===== src/rtl/mhic_pkg.sv =====
// Constants for the modem host interface control block.
// Assumes a single 200 MHz clock and an asynchronous active-high reset.
package mhic_pkg;
  localparam int unsigned CLK_HZ = 200_000_000;
  localparam int unsigned DEFAULT_BAUD = 19_200;
  localparam logic [15:0] DEFAULT_BAUD_DIV = 16'(CLK_HZ / DEFAULT_BAUD);
  localparam int unsigned DATA_BITS = 8;
  localparam int unsigned SEC_CYCLES = CLK_HZ;
  localparam logic [6:0] WAIT_MIN_S = 7'd4;
  localparam logic [6:0] WAIT_MAX_S = 7'd120;
  localparam logic [6:0] WAIT_STEP_S = 7'd4;
  localparam logic [6:0] REFRESH_S = 7'd4;
  localparam logic [7:0] BAR_DB_HALF = 8'h04;
  typedef enum logic [2:0]
  {
    MHIC_WAIT = 3'b001,
    MHIC_SEARCH = 3'b010,
    MHIC_SESSION = 3'b100
  } mhic_net_e;
endpackage


===== src/rtl/mhic_uart_rx.sv =====
// Serial receiver, 8N1, one character at a time.
// Assumes the line input is already synchronised to clk.
`timescale 1ns/1ps
module mhic_uart_rx
  import mhic_pkg::*;
(
  input wire logic clk,
  input wire logic rst,
  input wire logic [15:0] baud_div,
  input wire logic line,
  output logic [7:0] data,
  output logic valid
);
  logic [15:0] cnt_q;
  logic [3:0] bit_q;
  logic busy_q;
  logic [7:0] sh_q;
  wire logic bit_end = (cnt_q == 16'h0000);
  wire logic [15:0] half_div = {1'b0, baud_div[15:1]};

  always_ff @(posedge clk or posedge rst)
  begin
    if (rst)
    begin
      cnt_q <= 16'h0000;
      bit_q <= 4'h0;
      busy_q <= 1'b0;
      sh_q <= 8'h00;
      data <= 8'h00;
      valid <= 1'b0;
    end
    else
    begin
      valid <= 1'b0;
      if (!busy_q)
      begin
        if (!line)
        begin
          busy_q <= 1'b1;
          cnt_q <= half_div;
          bit_q <= 4'h0;
        end
      end
      else if (!bit_end)
        cnt_q <= cnt_q - 16'h0001;
      else
      begin
        cnt_q <= baud_div - 16'h0001;
        bit_q <= bit_q + 4'h1;
        if (bit_q == 4'h0 && line)
          busy_q <= 1'b0; // False start rejected
        else if (bit_q == 4'(DATA_BITS + 1))
        begin
          busy_q <= 1'b0;
          valid <= line; // Framing error drops the character
          data <= sh_q;
        end
        else if (bit_q != 4'h0)
          sh_q <= {line, sh_q[7:1]};
      end
    end
  end
endmodule // mhic_uart_rx


===== src/rtl/mhic_uart_tx.sv =====
// Serial transmitter, 8N1, with a hold input that stalls between characters.
// Assumes data and control come from logic on clk.
`timescale 1ns/1ps
module mhic_uart_tx
  import mhic_pkg::*;
(
  input wire logic clk,
  input wire logic rst,
  input wire logic [15:0] baud_div,
  input wire logic hold,
  input wire logic [7:0] data,
  input wire logic valid,
  output logic ready,
  output logic line
);
  logic [15:0] cnt_q;
  logic [3:0] bit_q;
  logic busy_q;
  logic [9:0] sh_q;
  // Only a slot that was offered as ready is taken, so no character goes out twice
  wire logic take = valid && ready;

  always_ff @(posedge clk or posedge rst)
  begin
    if (rst)
    begin
      cnt_q <= 16'h0000;
      bit_q <= 4'h0;
      busy_q <= 1'b0;
      sh_q <= 10'h3ff;
      line <= 1'b1;
      ready <= 1'b0;
    end
    else
    begin
      ready <= !busy_q && !hold && !take;
      if (take)
      begin
        busy_q <= 1'b1;
        sh_q <= {1'b1, data, 1'b0}; // Start, 8 data, stop
        cnt_q <= 16'h0000;
        bit_q <= 4'h0;
      end
      else if (busy_q)
      begin
        if (cnt_q == 16'h0000)
        begin
          if (bit_q == 4'(DATA_BITS + 2))
            busy_q <= 1'b0;
          else
          begin
            line <= sh_q[0];
            sh_q <= {1'b1, sh_q[9:1]};
            bit_q <= bit_q + 4'h1;
            cnt_q <= baud_div - 16'h0001;
          end
        end
        else
          cnt_q <= cnt_q - 16'h0001;
      end
    end
  end
endmodule // mhic_uart_tx


===== src/rtl/mhic_top.sv =====
// Host-facing control of the short-message modem: serial port, handshake
// lines, power control, supply indicator and network availability.
// Assumes pins arrive asynchronously; all other inputs come from logic on clk.
`timescale 1ns/1ps
module mhic_top
  import mhic_pkg::*;
#(
  parameter int unsigned SEC_CYC = SEC_CYCLES
)
(
  input wire logic clk,
  input wire logic rst,
  input wire logic serial_in_pin,
  output logic serial_out_pin,
  input wire logic rts_n_pin,
  input wire logic dtr_n_pin,
  output logic dcd_n_pin,
  output logic dsr_n_pin,
  output logic cts_n_pin,
  output logic ri_n_pin,
  input wire logic power_on_control,
  output logic supply_indicator_out,
  output logic network_available_out,
  output logic net_event_report,
  input wire logic rate_load,
  input wire logic [15:0] rate_div,
  input wire logic terminal_ready_mode,
  input wire logic flow_ctrl_en,
  input wire logic data_mode,
  input wire logic host_rx_ready,
  output logic [7:0] host_rx_data,
  output logic host_rx_valid,
  input wire logic [7:0] host_tx_data,
  input wire logic host_tx_valid,
  output logic host_tx_ready,
  output logic dtr_dropped,
  input wire logic message_waiting,
  input wire logic ring_found,
  input wire logic ring_missed,
  input wire logic session_start,
  input wire logic session_end,
  output logic ring_search_req,
  output logic [6:0] search_wait_s,
  input wire logic [7:0] sig_half_db,
  output logic [3:0] sig_bars
);
  // Two-flop synchronisers for pins
  logic [1:0] rxd_s_q;
  logic [1:0] rts_s_q;
  logic [1:0] dtr_s_q;
  logic [1:0] pwr_s_q;
  always_ff @(posedge clk or posedge rst)
  begin
    if (rst)
    begin
      rxd_s_q <= 2'b11;
      rts_s_q <= 2'b11;
      dtr_s_q <= 2'b11;
      pwr_s_q <= 2'b00;
    end
    else
    begin
      rxd_s_q <= {rxd_s_q[0], serial_in_pin};
      rts_s_q <= {rts_s_q[0], rts_n_pin};
      dtr_s_q <= {dtr_s_q[0], dtr_n_pin};
      pwr_s_q <= {pwr_s_q[0], power_on_control};
    end
  end
  wire logic rxd = rxd_s_q[1];
  wire logic rts_off = rts_s_q[1];
  wire logic dtr_off = dtr_s_q[1];
  wire logic run = pwr_s_q[1];

  // Baud divider, set only by the rate command
  logic [15:0] baud_q;
  always_ff @(posedge clk or posedge rst)
  begin
    if (rst)
      baud_q <= DEFAULT_BAUD_DIV;
    else if (rate_load && rate_div != 16'h0000)
      baud_q <= rate_div;
  end

  // Handshake decisions
  wire logic flow_active = flow_ctrl_en && data_mode;
  wire logic tx_hold = !run || (flow_active && rts_off);
  wire logic cts_off_d = flow_active && !host_rx_ready;
  wire logic dtr_drop_d = terminal_ready_mode && dtr_off;

  wire logic [7:0] rx_data;
  wire logic rx_valid;
  wire logic tx_ready;
  wire logic tx_line;

  // Bar count saturates instead of wrapping on strong signals
  wire logic [7:0] bars_full = sig_half_db / BAR_DB_HALF;
  wire logic [3:0] bars_sat = (bars_full > 8'h0f) ? 4'hf : bars_full[3:0];

  mhic_uart_rx u_rx
  (
    .clk(clk),
    .rst(rst),
    .baud_div(baud_q),
    .line(rxd),
    .data(rx_data),
    .valid(rx_valid)
  );

  mhic_uart_tx u_tx
  (
    .clk(clk),
    .rst(rst),
    .baud_div(baud_q),
    .hold(tx_hold),
    .data(host_tx_data),
    .valid(host_tx_valid),
    .ready(tx_ready),
    .line(tx_line)
  );

  // Pin and status outputs, all registered
  always_ff @(posedge clk or posedge rst)
  begin
    if (rst)
    begin
      serial_out_pin <= 1'b1;
      dcd_n_pin <= 1'b1;
      dsr_n_pin <= 1'b1;
      cts_n_pin <= 1'b1;
      ri_n_pin <= 1'b1;
      supply_indicator_out <= 1'b0;
      host_rx_data <= 8'h00;
      host_rx_valid <= 1'b0;
      dtr_dropped <= 1'b0;
      sig_bars <= 4'h0;
    end
    else
    begin
      serial_out_pin <= tx_line;
      dcd_n_pin <= !run;
      dsr_n_pin <= !run;
      cts_n_pin <= !run || cts_off_d;
      ri_n_pin <= !(run && message_waiting);
      supply_indicator_out <= run;
      host_rx_data <= rx_data;
      host_rx_valid <= rx_valid && run;
      dtr_dropped <= run && dtr_drop_d;
      sig_bars <= bars_sat;
    end
  end
  assign host_tx_ready = tx_ready;

  // One-second tick
  // Restarted outside the wait state so each wait lasts whole seconds
  mhic_net_e st_q;
  logic [31:0] sec_cnt_q;
  wire logic sec_tick = (sec_cnt_q == 32'(SEC_CYC - 1));
  always_ff @(posedge clk or posedge rst)
  begin
    if (rst)
      sec_cnt_q <= 32'h0000_0000;
    else if (sec_tick || !run || st_q != MHIC_WAIT)
      sec_cnt_q <= 32'h0000_0000;
    else
      sec_cnt_q <= sec_cnt_q + 32'h0000_0001;
  end

  // Network availability and ring search back-off
  mhic_net_e st_d;
  logic [6:0] backoff_q;
  logic [6:0] backoff_d;
  logic [6:0] left_q;
  logic [6:0] left_d;
  logic avail_q;
  logic avail_d;
  logic req_d;

  wire logic [7:0] backoff_sum = {1'b0, backoff_q} + {1'b0, WAIT_STEP_S};
  wire logic [6:0] backoff_up =
    (backoff_sum > {1'b0, WAIT_MAX_S}) ? WAIT_MAX_S : backoff_sum[6:0];
  wire logic wait_done = sec_tick && (left_q <= 7'd1);

  always_comb
  begin
    st_d = st_q;
    backoff_d = backoff_q;
    left_d = left_q;
    avail_d = avail_q;
    req_d = 1'b0;
    unique case (st_q)
      MHIC_WAIT:
      begin
        if (session_start)
        begin
          st_d = MHIC_SESSION;
          avail_d = 1'b0;
          req_d = !avail_q;
        end
        else if (wait_done)
        begin
          st_d = MHIC_SEARCH;
          req_d = 1'b1;
        end
        else if (sec_tick)
          left_d = left_q - 7'd1;
      end
      MHIC_SEARCH:
      begin
        if (session_start)
        begin
          st_d = MHIC_SESSION;
          avail_d = 1'b0;
          req_d = 1'b1;
        end
        else if (ring_found)
        begin
          st_d = MHIC_WAIT;
          avail_d = 1'b1;
          backoff_d = WAIT_MIN_S;
          left_d = REFRESH_S;
        end
        else if (ring_missed)
        begin
          st_d = MHIC_WAIT;
          avail_d = 1'b0;
          backoff_d = backoff_up;
          left_d = backoff_up;
        end
      end
      MHIC_SESSION:
      begin
        avail_d = 1'b0;
        if (ring_found)
          backoff_d = WAIT_MIN_S;
        // Session miss keeps back-off as is
        if (session_end)
        begin
          st_d = MHIC_SEARCH;
          req_d = 1'b1;
        end
      end
    endcase
  end

  always_ff @(posedge clk or posedge rst)
  begin
    if (rst)
    begin
      st_q <= MHIC_SEARCH;
      backoff_q <= WAIT_MIN_S;
      left_q <= WAIT_MIN_S;
      avail_q <= 1'b0;
      ring_search_req <= 1'b0;
    end
    else if (!run)
    begin
      st_q <= MHIC_SEARCH;
      backoff_q <= WAIT_MIN_S;
      left_q <= WAIT_MIN_S;
      avail_q <= 1'b0;
      ring_search_req <= 1'b0;
    end
    else
    begin
      st_q <= st_d;
      backoff_q <= backoff_d;
      left_q <= left_d;
      avail_q <= avail_d;
      ring_search_req <= req_d;
    end
  end

  always_ff @(posedge clk or posedge rst)
  begin
    if (rst)
    begin
      network_available_out <= 1'b0;
      net_event_report <= 1'b0;
      search_wait_s <= WAIT_MIN_S;
    end
    else
    begin
      network_available_out <= avail_q;
      net_event_report <= avail_q;
      search_wait_s <= backoff_q;
    end
  end
endmodule // mhic_top


===== config.mk =====
export PLATFORM = sky130hd
export DESIGN_NAME = mhic_top
export DESIGN_NICKNAME = d
export VERILOG_FILES = /design/src/rtl/mhic_pkg.sv /design/src/rtl/mhic_uart_rx.sv /design/src/rtl/mhic_uart_tx.sv /design/src/rtl/mhic_top.sv
export SDC_FILE = /design/constraint.sdc
export NUM_CORES = 1
export LEC_CHECK = 0
export BUFFER_PORTS_ARGS = -buffer_cell sky130_fd_sc_hd__buf_2
export CORE_MARGIN = 1
export CORE_UTILIZATION = 50
export CTS_CLUSTER_DIAMETER = 150
export CTS_CLUSTER_SIZE = 30
export DETAILED_ROUTE_END_ITERATION = 8
export GPL_TIMING_DRIVEN = 0
export PLACE_DENSITY = 0.71
export SYNTH_ARGS = -nofsm -noshare
export SYNTH_HDL_FRONTEND = slang
export SYNTH_SLANG_ARGS = --single-unit

===== constraint.sdc =====
create_clock -name clk -period 6.07 [get_ports clk]
set_input_delay 0.607 -clock clk [delete_from_list [all_inputs] [get_ports clk]]
set_output_delay 0.607 -clock clk [all_outputs]
set_load 0.1 [all_outputs]

# Word level (Yosys, flattened, before mapping)

Cells that the tools add are included.

Add/sub/neg operators: 8
Magnitude comparators: 3
Equality and inequality tests: 23
Mux-type cells: 65
Bitwise operators: 4
Reductions and logical operators: 41

Operators with widths:

| kind                                                                             | number |
|---|---|
| 16-bit 2-to-1 mux                                                                | 7 |
| 7-bit 2-to-1 mux                                                                 | 10 |
| 16-bit by 1-bit subtractor with 16-bit output, second input constant             | 3 |
| 10-bit 2-to-1 mux                                                                | 4 |
| 32-bit by 1-bit adder with 32-bit output, second input constant                  | 1 |
| 32-bit by 28-bit == test with 1-bit output, second input constant                | 1 |
| 16-bit logical NOT                                                               | 2 |
| 32-bit 2-to-1 mux                                                                | 1 |
| 4-bit 2-to-1 mux                                                                 | 8 |
| 7-bit case mux with 2 select lines                                               | 2 |
| 1-bit 2-to-1 mux                                                                 | 23 |
| 3-bit 2-to-1 mux                                                                 | 7 |
| 3-bit inequality test, second input constant                                     | 7 |
| 16-bit nonzero test                                                              | 1 |
| 1-bit logical AND                                                                | 13 |
| 4-bit AND reduction                                                              | 3 |
| 3-bit by 1-bit inequality test with 1-bit output, second input constant          | 3 |
| 3-bit case mux with 3 select lines                                               | 1 |
| 4-bit by 1-bit adder with 4-bit output, second input constant                    | 2 |
| 7-bit by 3-bit adder with 8-bit output, second input constant                    | 1 |
| 4-bit == test, second input constant                                             | 2 |
| 8-bit by 7-bit greater-than comparator with 1-bit output, second input constant  | 1 |
| 4-bit inequality test, second input constant                                     | 2 |
| 7-bit by 1-bit less-or-equal comparator with 1-bit output, second input constant | 1 |
| other kinds (20)                                                                 | 38 |

Register bits after elaboration: 173
Input bits: 49
Output and inout port bits: 31

# Logic depth before layout (Yosys ltp)

Depth in word-level cells: 8
Gate-level depth with buffers: 9
Depth with buffers taken out: 8

# Modules after synthesis

Synthesis repeated with hierarchy kept, for this count alone.

Cells, all modules: 885
Area total of the unflattened synthesis: 8903.5 um^2

Modules (own cells, without submodules):

| module       | instances | cells each | area each (um^2) | sequential area each (um^2) |
|---|---|---|---|---|
| mhic_top     | 1         | 402        | 4465.5           | 2576.2 |
| mhic_uart_rx | 1         | 240        | 2319.7           | 950.9 |
| mhic_uart_tx | 1         | 243        | 2118.3           | 813.3 |

# Least setup slack after synthesis

Ideal clock, no wire load.

Path type: flip-flop to flip-flop
Start: reg u_rx.cnt_q[4]
End: reg u_rx.data[0]
Library setup time: 0.125 ns
Data arrival time: 2.383 ns
Required time: 5.945 ns
Setup slack: 3.562 ns
Cell stages (with the launch flop): 9
Cell sequence: dfrtp_1 or4_4 nor4_4 and4_1 buf_6 nand2_4 or3_1 buf_6 mux2_4

Cells in the longest elaborated chain, start to end: 2

RTL lines:

| item                                 | RTL line           | text |
|---|---|---|
| from (decl)                          | mhic_uart_rx.sv:14 | `logic [15:0] cnt_q;` |
| from (signal assigned)               | mhic_uart_rx.sv:40 | `cnt_q <= half_div;` |
| from (signal assigned)               | mhic_uart_rx.sv:45 | `cnt_q <= cnt_q - 16'h0001;` |
| from (signal assigned)               | mhic_uart_rx.sv:48 | `cnt_q <= baud_div - 16'h0001;` |
| 16-bit logical NOT                   | mhic_uart_rx.sv:18 | `wire logic bit_end = (cnt_q == 16'h0000);` |
| 4-bit AND reduction (no source line) | -                  |  |
| to (signal assigned)                 | mhic_uart_rx.sv:56 | `data <= sh_q;` |
| to (decl)                            | mhic_uart_rx.sv:11 | `output logic [7:0] data,` |

No other way between the ends.
A chain may end at the register's enable or synchronous reset.

# Final worst setup path

Start: reg u_rx.cnt_q[4]
End: reg u_rx.data[5]

Same word-level chain as after synthesis.

==> impl_metrics.prom <==
# TYPE chip_impl_metric gauge
chip_impl_info{name="status",value="completed"} 1
chip_impl_metric{name="final.setup_skew",unit="ns"} 0.00898
chip_impl_metric{name="sequentialPowerShare",unit=""} 0.442
chip_impl_info{name="crit_family",value="simple AND/OR/NAND/NOR gates"} 1
chip_impl_metric{name="synth-compound-area-share",unit=""} 0.118
chip_impl_metric{name="timing.critical_path.fanout_max",unit=""} 10
chip_impl_metric{name="detailedRoute.firstPassIterationCount",unit=""} 5
chip_impl_info{name="path_common_cell",value="buf_6"} 1
chip_impl_metric{name="port_buffers",unit=""} 77
chip_impl_metric{name="timing.slew.headroom",unit=""} 0.374
chip_impl_info{name="postSynth.topFlopCell",value="dfrtp_1"} 1
chip_impl_metric{name="chip_width",unit="um"} 133
chip_impl_metric{name="num_vias",unit=""} 6648
chip_impl_metric{name="power_switching_share",unit=""} 0.316
chip_impl_metric{name="cts-buffers-inserted",unit=""} 17
chip_impl_info{name="cell_by_cell_listing_of_the_critical_path",value="or4_4 > nor4_4 > and4_1 > buf_6 > nand2_4 > or3_1 > buf_6 > mux2_4"} 1
chip_impl_metric{name="power_per_cell_area",unit="nW/um^2"} 348
chip_impl_metric{name="postRouteWirelength",unit="mm"} 18.1
chip_impl_metric{name="yosysWarningCount",unit=""} 0
chip_impl_metric{name="final_hold_viol_count",unit=""} 0
chip_impl_info{name="tritoncts_clock_tree",value="done"} 1
chip_impl_metric{name="number_of_global_route_vias_before_repair",unit=""} 6351
chip_impl_metric{name="worstSkewPairLatency",unit="ns"} 0.44
chip_impl_metric{name="core_area",unit="um^2"} 16600
chip_impl_info{name="worstReg2RegEnd",value="u_rx.data[5]$_DFFE_PP0P_"} 1
chip_impl_info{name="criticalPathCategory",value="flop to flop"} 1
chip_impl_info{name="rsz_0062_raised_after_global_routing",value="no"} 1
chip_impl_metric{name="timing.max_cap.violations",unit=""} 0
chip_impl_metric{name="worstSetupPathDepth",unit=""} 8
chip_impl_metric{name="hpwlAfterDp",unit="mm"} 12.7
chip_impl_metric{name="layout.cell_area.non_filler",unit="um^2"} 9890
chip_impl_metric{name="fmax",unit="MHz"} 368
chip_impl_metric{name="post-route-period-util",unit=""} 0.448
chip_impl_metric{name="grt_util_all_layers",unit=""} 0.220
chip_impl_metric{name="drive_gt1_frac",unit=""} 0.200
chip_impl_metric{name="p_leak",unit="nW"} 4.35
chip_impl_metric{name="power_report.internal_total",unit="W"} 0.00236
chip_impl_metric{name="place.gp.congestion",unit=""} 0.903
chip_impl_metric{name="synth_xor_area_frac",unit=""} 0.0604
chip_impl_metric{name="first_iter_violations",unit=""} 452
chip_impl_metric{name="fin_nets",unit=""} 1015
chip_impl_metric{name="combPwrFrac",unit=""} 0.217
chip_impl_metric{name="ys_seq_elements",unit=""} 172
chip_impl_metric{name="worstPathArrival",unit="ns"} 3.04
chip_impl_metric{name="synth_edf_count",unit=""} 0
chip_impl_metric{name="grt_antenna_before_repair",unit=""} 0
chip_impl_metric{name="cts_setup_buffers",unit=""} 0
chip_impl_metric{name="slowest_delay",unit="ns"} 0.60
chip_impl_metric{name="standard_cell_rows",unit=""} 47
chip_impl_metric{name="synth_simple_gate_area_share",unit=""} 0.201
chip_impl_info{name="crit_path_top_delay_cell",value="or4_4"} 1
chip_impl_metric{name="vias_per_cell",unit=""} 5.61
chip_impl_metric{name="largest_net_degree_at_the_start_of_global_routing",unit=""} 135
chip_impl_info{name="worst_setup_endpoint",value="u_rx.data[5]$_DFFE_PP0P_"} 1
chip_impl_metric{name="wl_per_cell",unit="um"} 15.3
chip_impl_metric{name="switching_power",unit="W"} 0.00109
chip_impl_metric{name="peakVddDrop",unit="uV"} 213
chip_impl_info{name="worst_setup_path_start_kind",value="flop"} 1
chip_impl_metric{name="muxShareOfSynthArea",unit=""} 0.0611
chip_impl_metric{name="seqCellArea",unit="um^2"} 4340
chip_impl_metric{name="boundaryPins",unit=""} 80
chip_impl_metric{name="synth_sequential_area_ratio",unit=""} 0.507
chip_impl_metric{name="r2r_slack",unit="ns"} 3.35
chip_impl_metric{name="post_synth.cell_area_avg",unit="um^2"} 10.0
chip_impl_metric{name="antenna_left",unit=""} 0
chip_impl_metric{name="synthAdderAreaFrac",unit=""} 0.0219
chip_impl_metric{name="synth_async_sr_flop_share",unit=""} 1.00
chip_impl_metric{name="cts_max_path_buffers",unit=""} 2
chip_impl_metric{name="placedInstanceArea",unit="um^2"} 9250
chip_impl_metric{name="ctsHtreeMaxLevel",unit=""} 4
chip_impl_info{name="largest_family_of_logic_cells_by_synthesized_area",value="simple AND/OR/NAND/NOR gates"} 1
chip_impl_metric{name="syn_area",unit="um^2"} 8560
chip_impl_metric{name="antenna-diode-count",unit=""} 0
chip_impl_metric{name="area_growth_syn_to_layout",unit="%"} 15.6
chip_impl_metric{name="global_route_wire_length_before_repair",unit="mm"} 30.9
chip_impl_metric{name="postLayoutCoreUtil",unit=""} 0.595
chip_impl_metric{name="globalRoute.totalOverflow",unit=""} 0
chip_impl_info{name="min_path_type",value="primary input to asynchronous set/reset pin"} 1
chip_impl_metric{name="synth_fp_nets",unit=""} 918
chip_impl_metric{name="hold_buffers",unit=""} 0
chip_impl_metric{name="initial_core_utilization",unit=""} 0.514
chip_impl_metric{name="clock_sinks",unit=""} 172
chip_impl_metric{name="path_clk_slew",unit="ns"} 0.07
chip_impl_info{name="endpoint_kind",value="flop"} 1
chip_impl_metric{name="worst_pin_slew",unit="ns"} 0.930
chip_impl_info{name="crit_start",value="u_rx.cnt_q[4]$_DFFE_PP0P_"} 1
chip_impl_info{name="clock-root-buffer",value="clkbuf_16"} 1
chip_impl_metric{name="share_of_power_burned_in_the_clock_network",unit=""} 0.341
chip_impl_metric{name="critical_path_required",unit="ns"} 6.39
chip_impl_metric{name="fillCellCount",unit=""} 1432
chip_impl_metric{name="finalMaxSlewViolations",unit=""} 0
chip_impl_metric{name="critPathBufInv",unit=""} 2
chip_impl_metric{name="timing.final.setup_violations",unit=""} 0
chip_impl_metric{name="remaining_drc_errors",unit=""} 0
chip_impl_metric{name="reg2reg_depth",unit=""} 8
chip_impl_metric{name="netlist_instances",unit=""} 854
chip_impl_metric{name="post_cts_resized",unit=""} 0
chip_impl_metric{name="floorplan_die_area",unit="um^2"} 17600
chip_impl_metric{name="synth_cell_type_count",unit=""} 65
chip_impl_metric{name="dieHeight",unit="um"} 133
chip_impl_info{name="reg2reg_from",value="u_rx.cnt_q[4]$_DFFE_PP0P_"} 1
chip_impl_metric{name="period_needed",unit="ns"} 2.72
chip_impl_metric{name="area_used_by_multi_input_combinational_logic",unit="um^2"} 3960
-- worst min-delay path by stage --
stage / endpoint / slack (ns) / cells past startpoint
after floorplan: pwr_s_q[1]$_DFF_PP0_ / 0.33 / 0
after global placement: pwr_s_q[1]$_DFF_PP0_ / 0.33 / 0
after detailed placement: pwr_s_q[1]$_DFF_PP0_ / 0.34 / 0
after CTS: baud_q[12]$_DFFE_PP0P_ / 0.13 / 2
after global routing: baud_q[12]$_DFFE_PP0P_ / 0.15 / 2
final: baud_q[12]$_DFFE_PP0P_ / 0.14 / 2
-- kinds of logic (layout without fill, tap and decap cells) --
family	Yosys count	after routing
and+or+nand+nor	336	336
DFF	172	172
AOI/OAI and AO/OA	164	164
buffers and inverters	63	173
xor gates and xnor gates	59	59
muxes	45	45
adders and majority gates	15	15
-- worst reg2reg max path, stage by stage (launching register included) --
cell and delay, ns:
dfrtp_1 0.45, or4_4 0.60, nor4_4 0.28, and4_1 0.27, buf_6 0.15, nand2_4 0.08
or3_1 0.33, buf_6 0.16, mux2_4 0.30
-- power by group through the flow --
stage | logic, W | clock network (W) | registers [W]
floorplan | 0.000527 | 0 | 0.00155
global placement | 0.000726 | 0 | 0.00153
detailed placement | 0.000743 | 0 | 0.00153
CTS | 0.000747 | 0.00120 | 0.00152
global route | 0.000846 | 0.00125 | 0.00154
finish | 0.000748 | 0.00118 | 0.00152
-- per-layer routing --
layer,wire (um),global-route usage
met1,8570,0.307
met2,8430,0.339
met3,844,0.0471
met4,293,0.0773
met5,0,0
-- layout make-up --
class | instances | share of cell area
multi-input combinational | 619 | 0.400
inverter | 28 | 0.0114
clock inverter | 11 | 0.0183
tap | 220 | 0.0278
buffer | 35 | 0.0156
clock buffer | 21 | 0.0465
sequential | 172 | 0.439
timing repair buffer | 78 | 0.0417
-- cells in the final DEF, fill, tap and decap left out, types with 7 or more instances in the layout --
cell type  Yosys  layout
a211oi_1       7       7
a21oi_1       34      34
a22oi_1        8       8
a31oi_1        8       8
and3_1        10      10
and4_1         7       7
buf_2          0      77
clkbuf_1      30      32
clkbuf_16      0      17
dfrtp_1      143     143
dfstp_2       29      29
ha_1          15      15
inv_1         28      27
mux2_2        26      26
mux2_4         8       8
mux2i_1       11      11
nand2_1       84      84
nand3_1       28      28
nand4_1       12      12
nor2_1        77      77
nor2b_1        7       7
nor3_1        30      30
nor4_1        23      23
o211ai_1       8       8
o21ai_0       58      58
o22ai_1        7       7
or3_1         14      14
xnor2_1       20      20
xor2_1        39      39
-- cell usage after synthesis (7+ instances only) --
library cell | instances | area, um^2
clkbuf_1 | 30 | 113
nor2b_1 | 7 | 43.8
nor4_1 | 23 | 144
nor3_1 | 30 | 150
dfstp_2 | 29 | 762
a211oi_1 | 7 | 52.6
xor2_1 | 39 | 342
mux2_2 | 26 | 293
a22oi_1 | 8 | 60.1
a31oi_1 | 8 | 50.1
nand4_1 | 12 | 75.1
nand2_1 | 84 | 315
or3_1 | 14 | 87.6
o21ai_0 | 58 | 290
xnor2_1 | 20 | 175
dfrtp_1 | 143 | 3580
ha_1 | 15 | 188
o211ai_1 | 8 | 60.1
mux2i_1 | 11 | 110
nand3_1 | 28 | 140
nor2_1 | 77 | 289
a21oi_1 | 34 | 170
and3_1 | 10 | 62.6
mux2_4 | 8 | 120
inv_1 | 28 | 105
and4_1 | 7 | 61.3
o22ai_1 | 7 | 43.8
-- through the flow --
| step | TNS (ns) | cells | hold slack [ns] | setup slack (ns) | power (W) |
|---|---|---|---|---|---|
| floorplan | 0 | 854 | 0.331 | 0.851 | 0.00208 |
| global placement | -143.37 | 1151 | 0.333 | -1.02 | 0.00225 |
| detailed placement | 0 | 1152 | 0.337 | 3.38 | 0.00227 |
| CTS | 0 | 1184 | 0.135 | 3.35 | 0.00346 |
| global route | 0 | 1184 | 0.152 | 3.15 | 0.00364 |
| finish | 0 | 1184 | 0.138 | 3.35 | 0.00344 |
-- registers in the layout (all words and copies together) (netlist names), 3 cells and up --
register / flops
backoff_q: 7
baud_q: 16
host_rx_data: 8
left_q: 7
search_wait_s: 7
sec_cnt_q: 32
sig_bars: 4
st_q: 3
u_rx.bit_q: 4
u_rx.cnt_q: 16
u_rx.data: 8
u_rx.sh_q: 8
u_tx.bit_q: 4
u_tx.cnt_q: 16
u_tx.sh_q: 9
No activity file was read; power rests on OpenSTA's default activity.
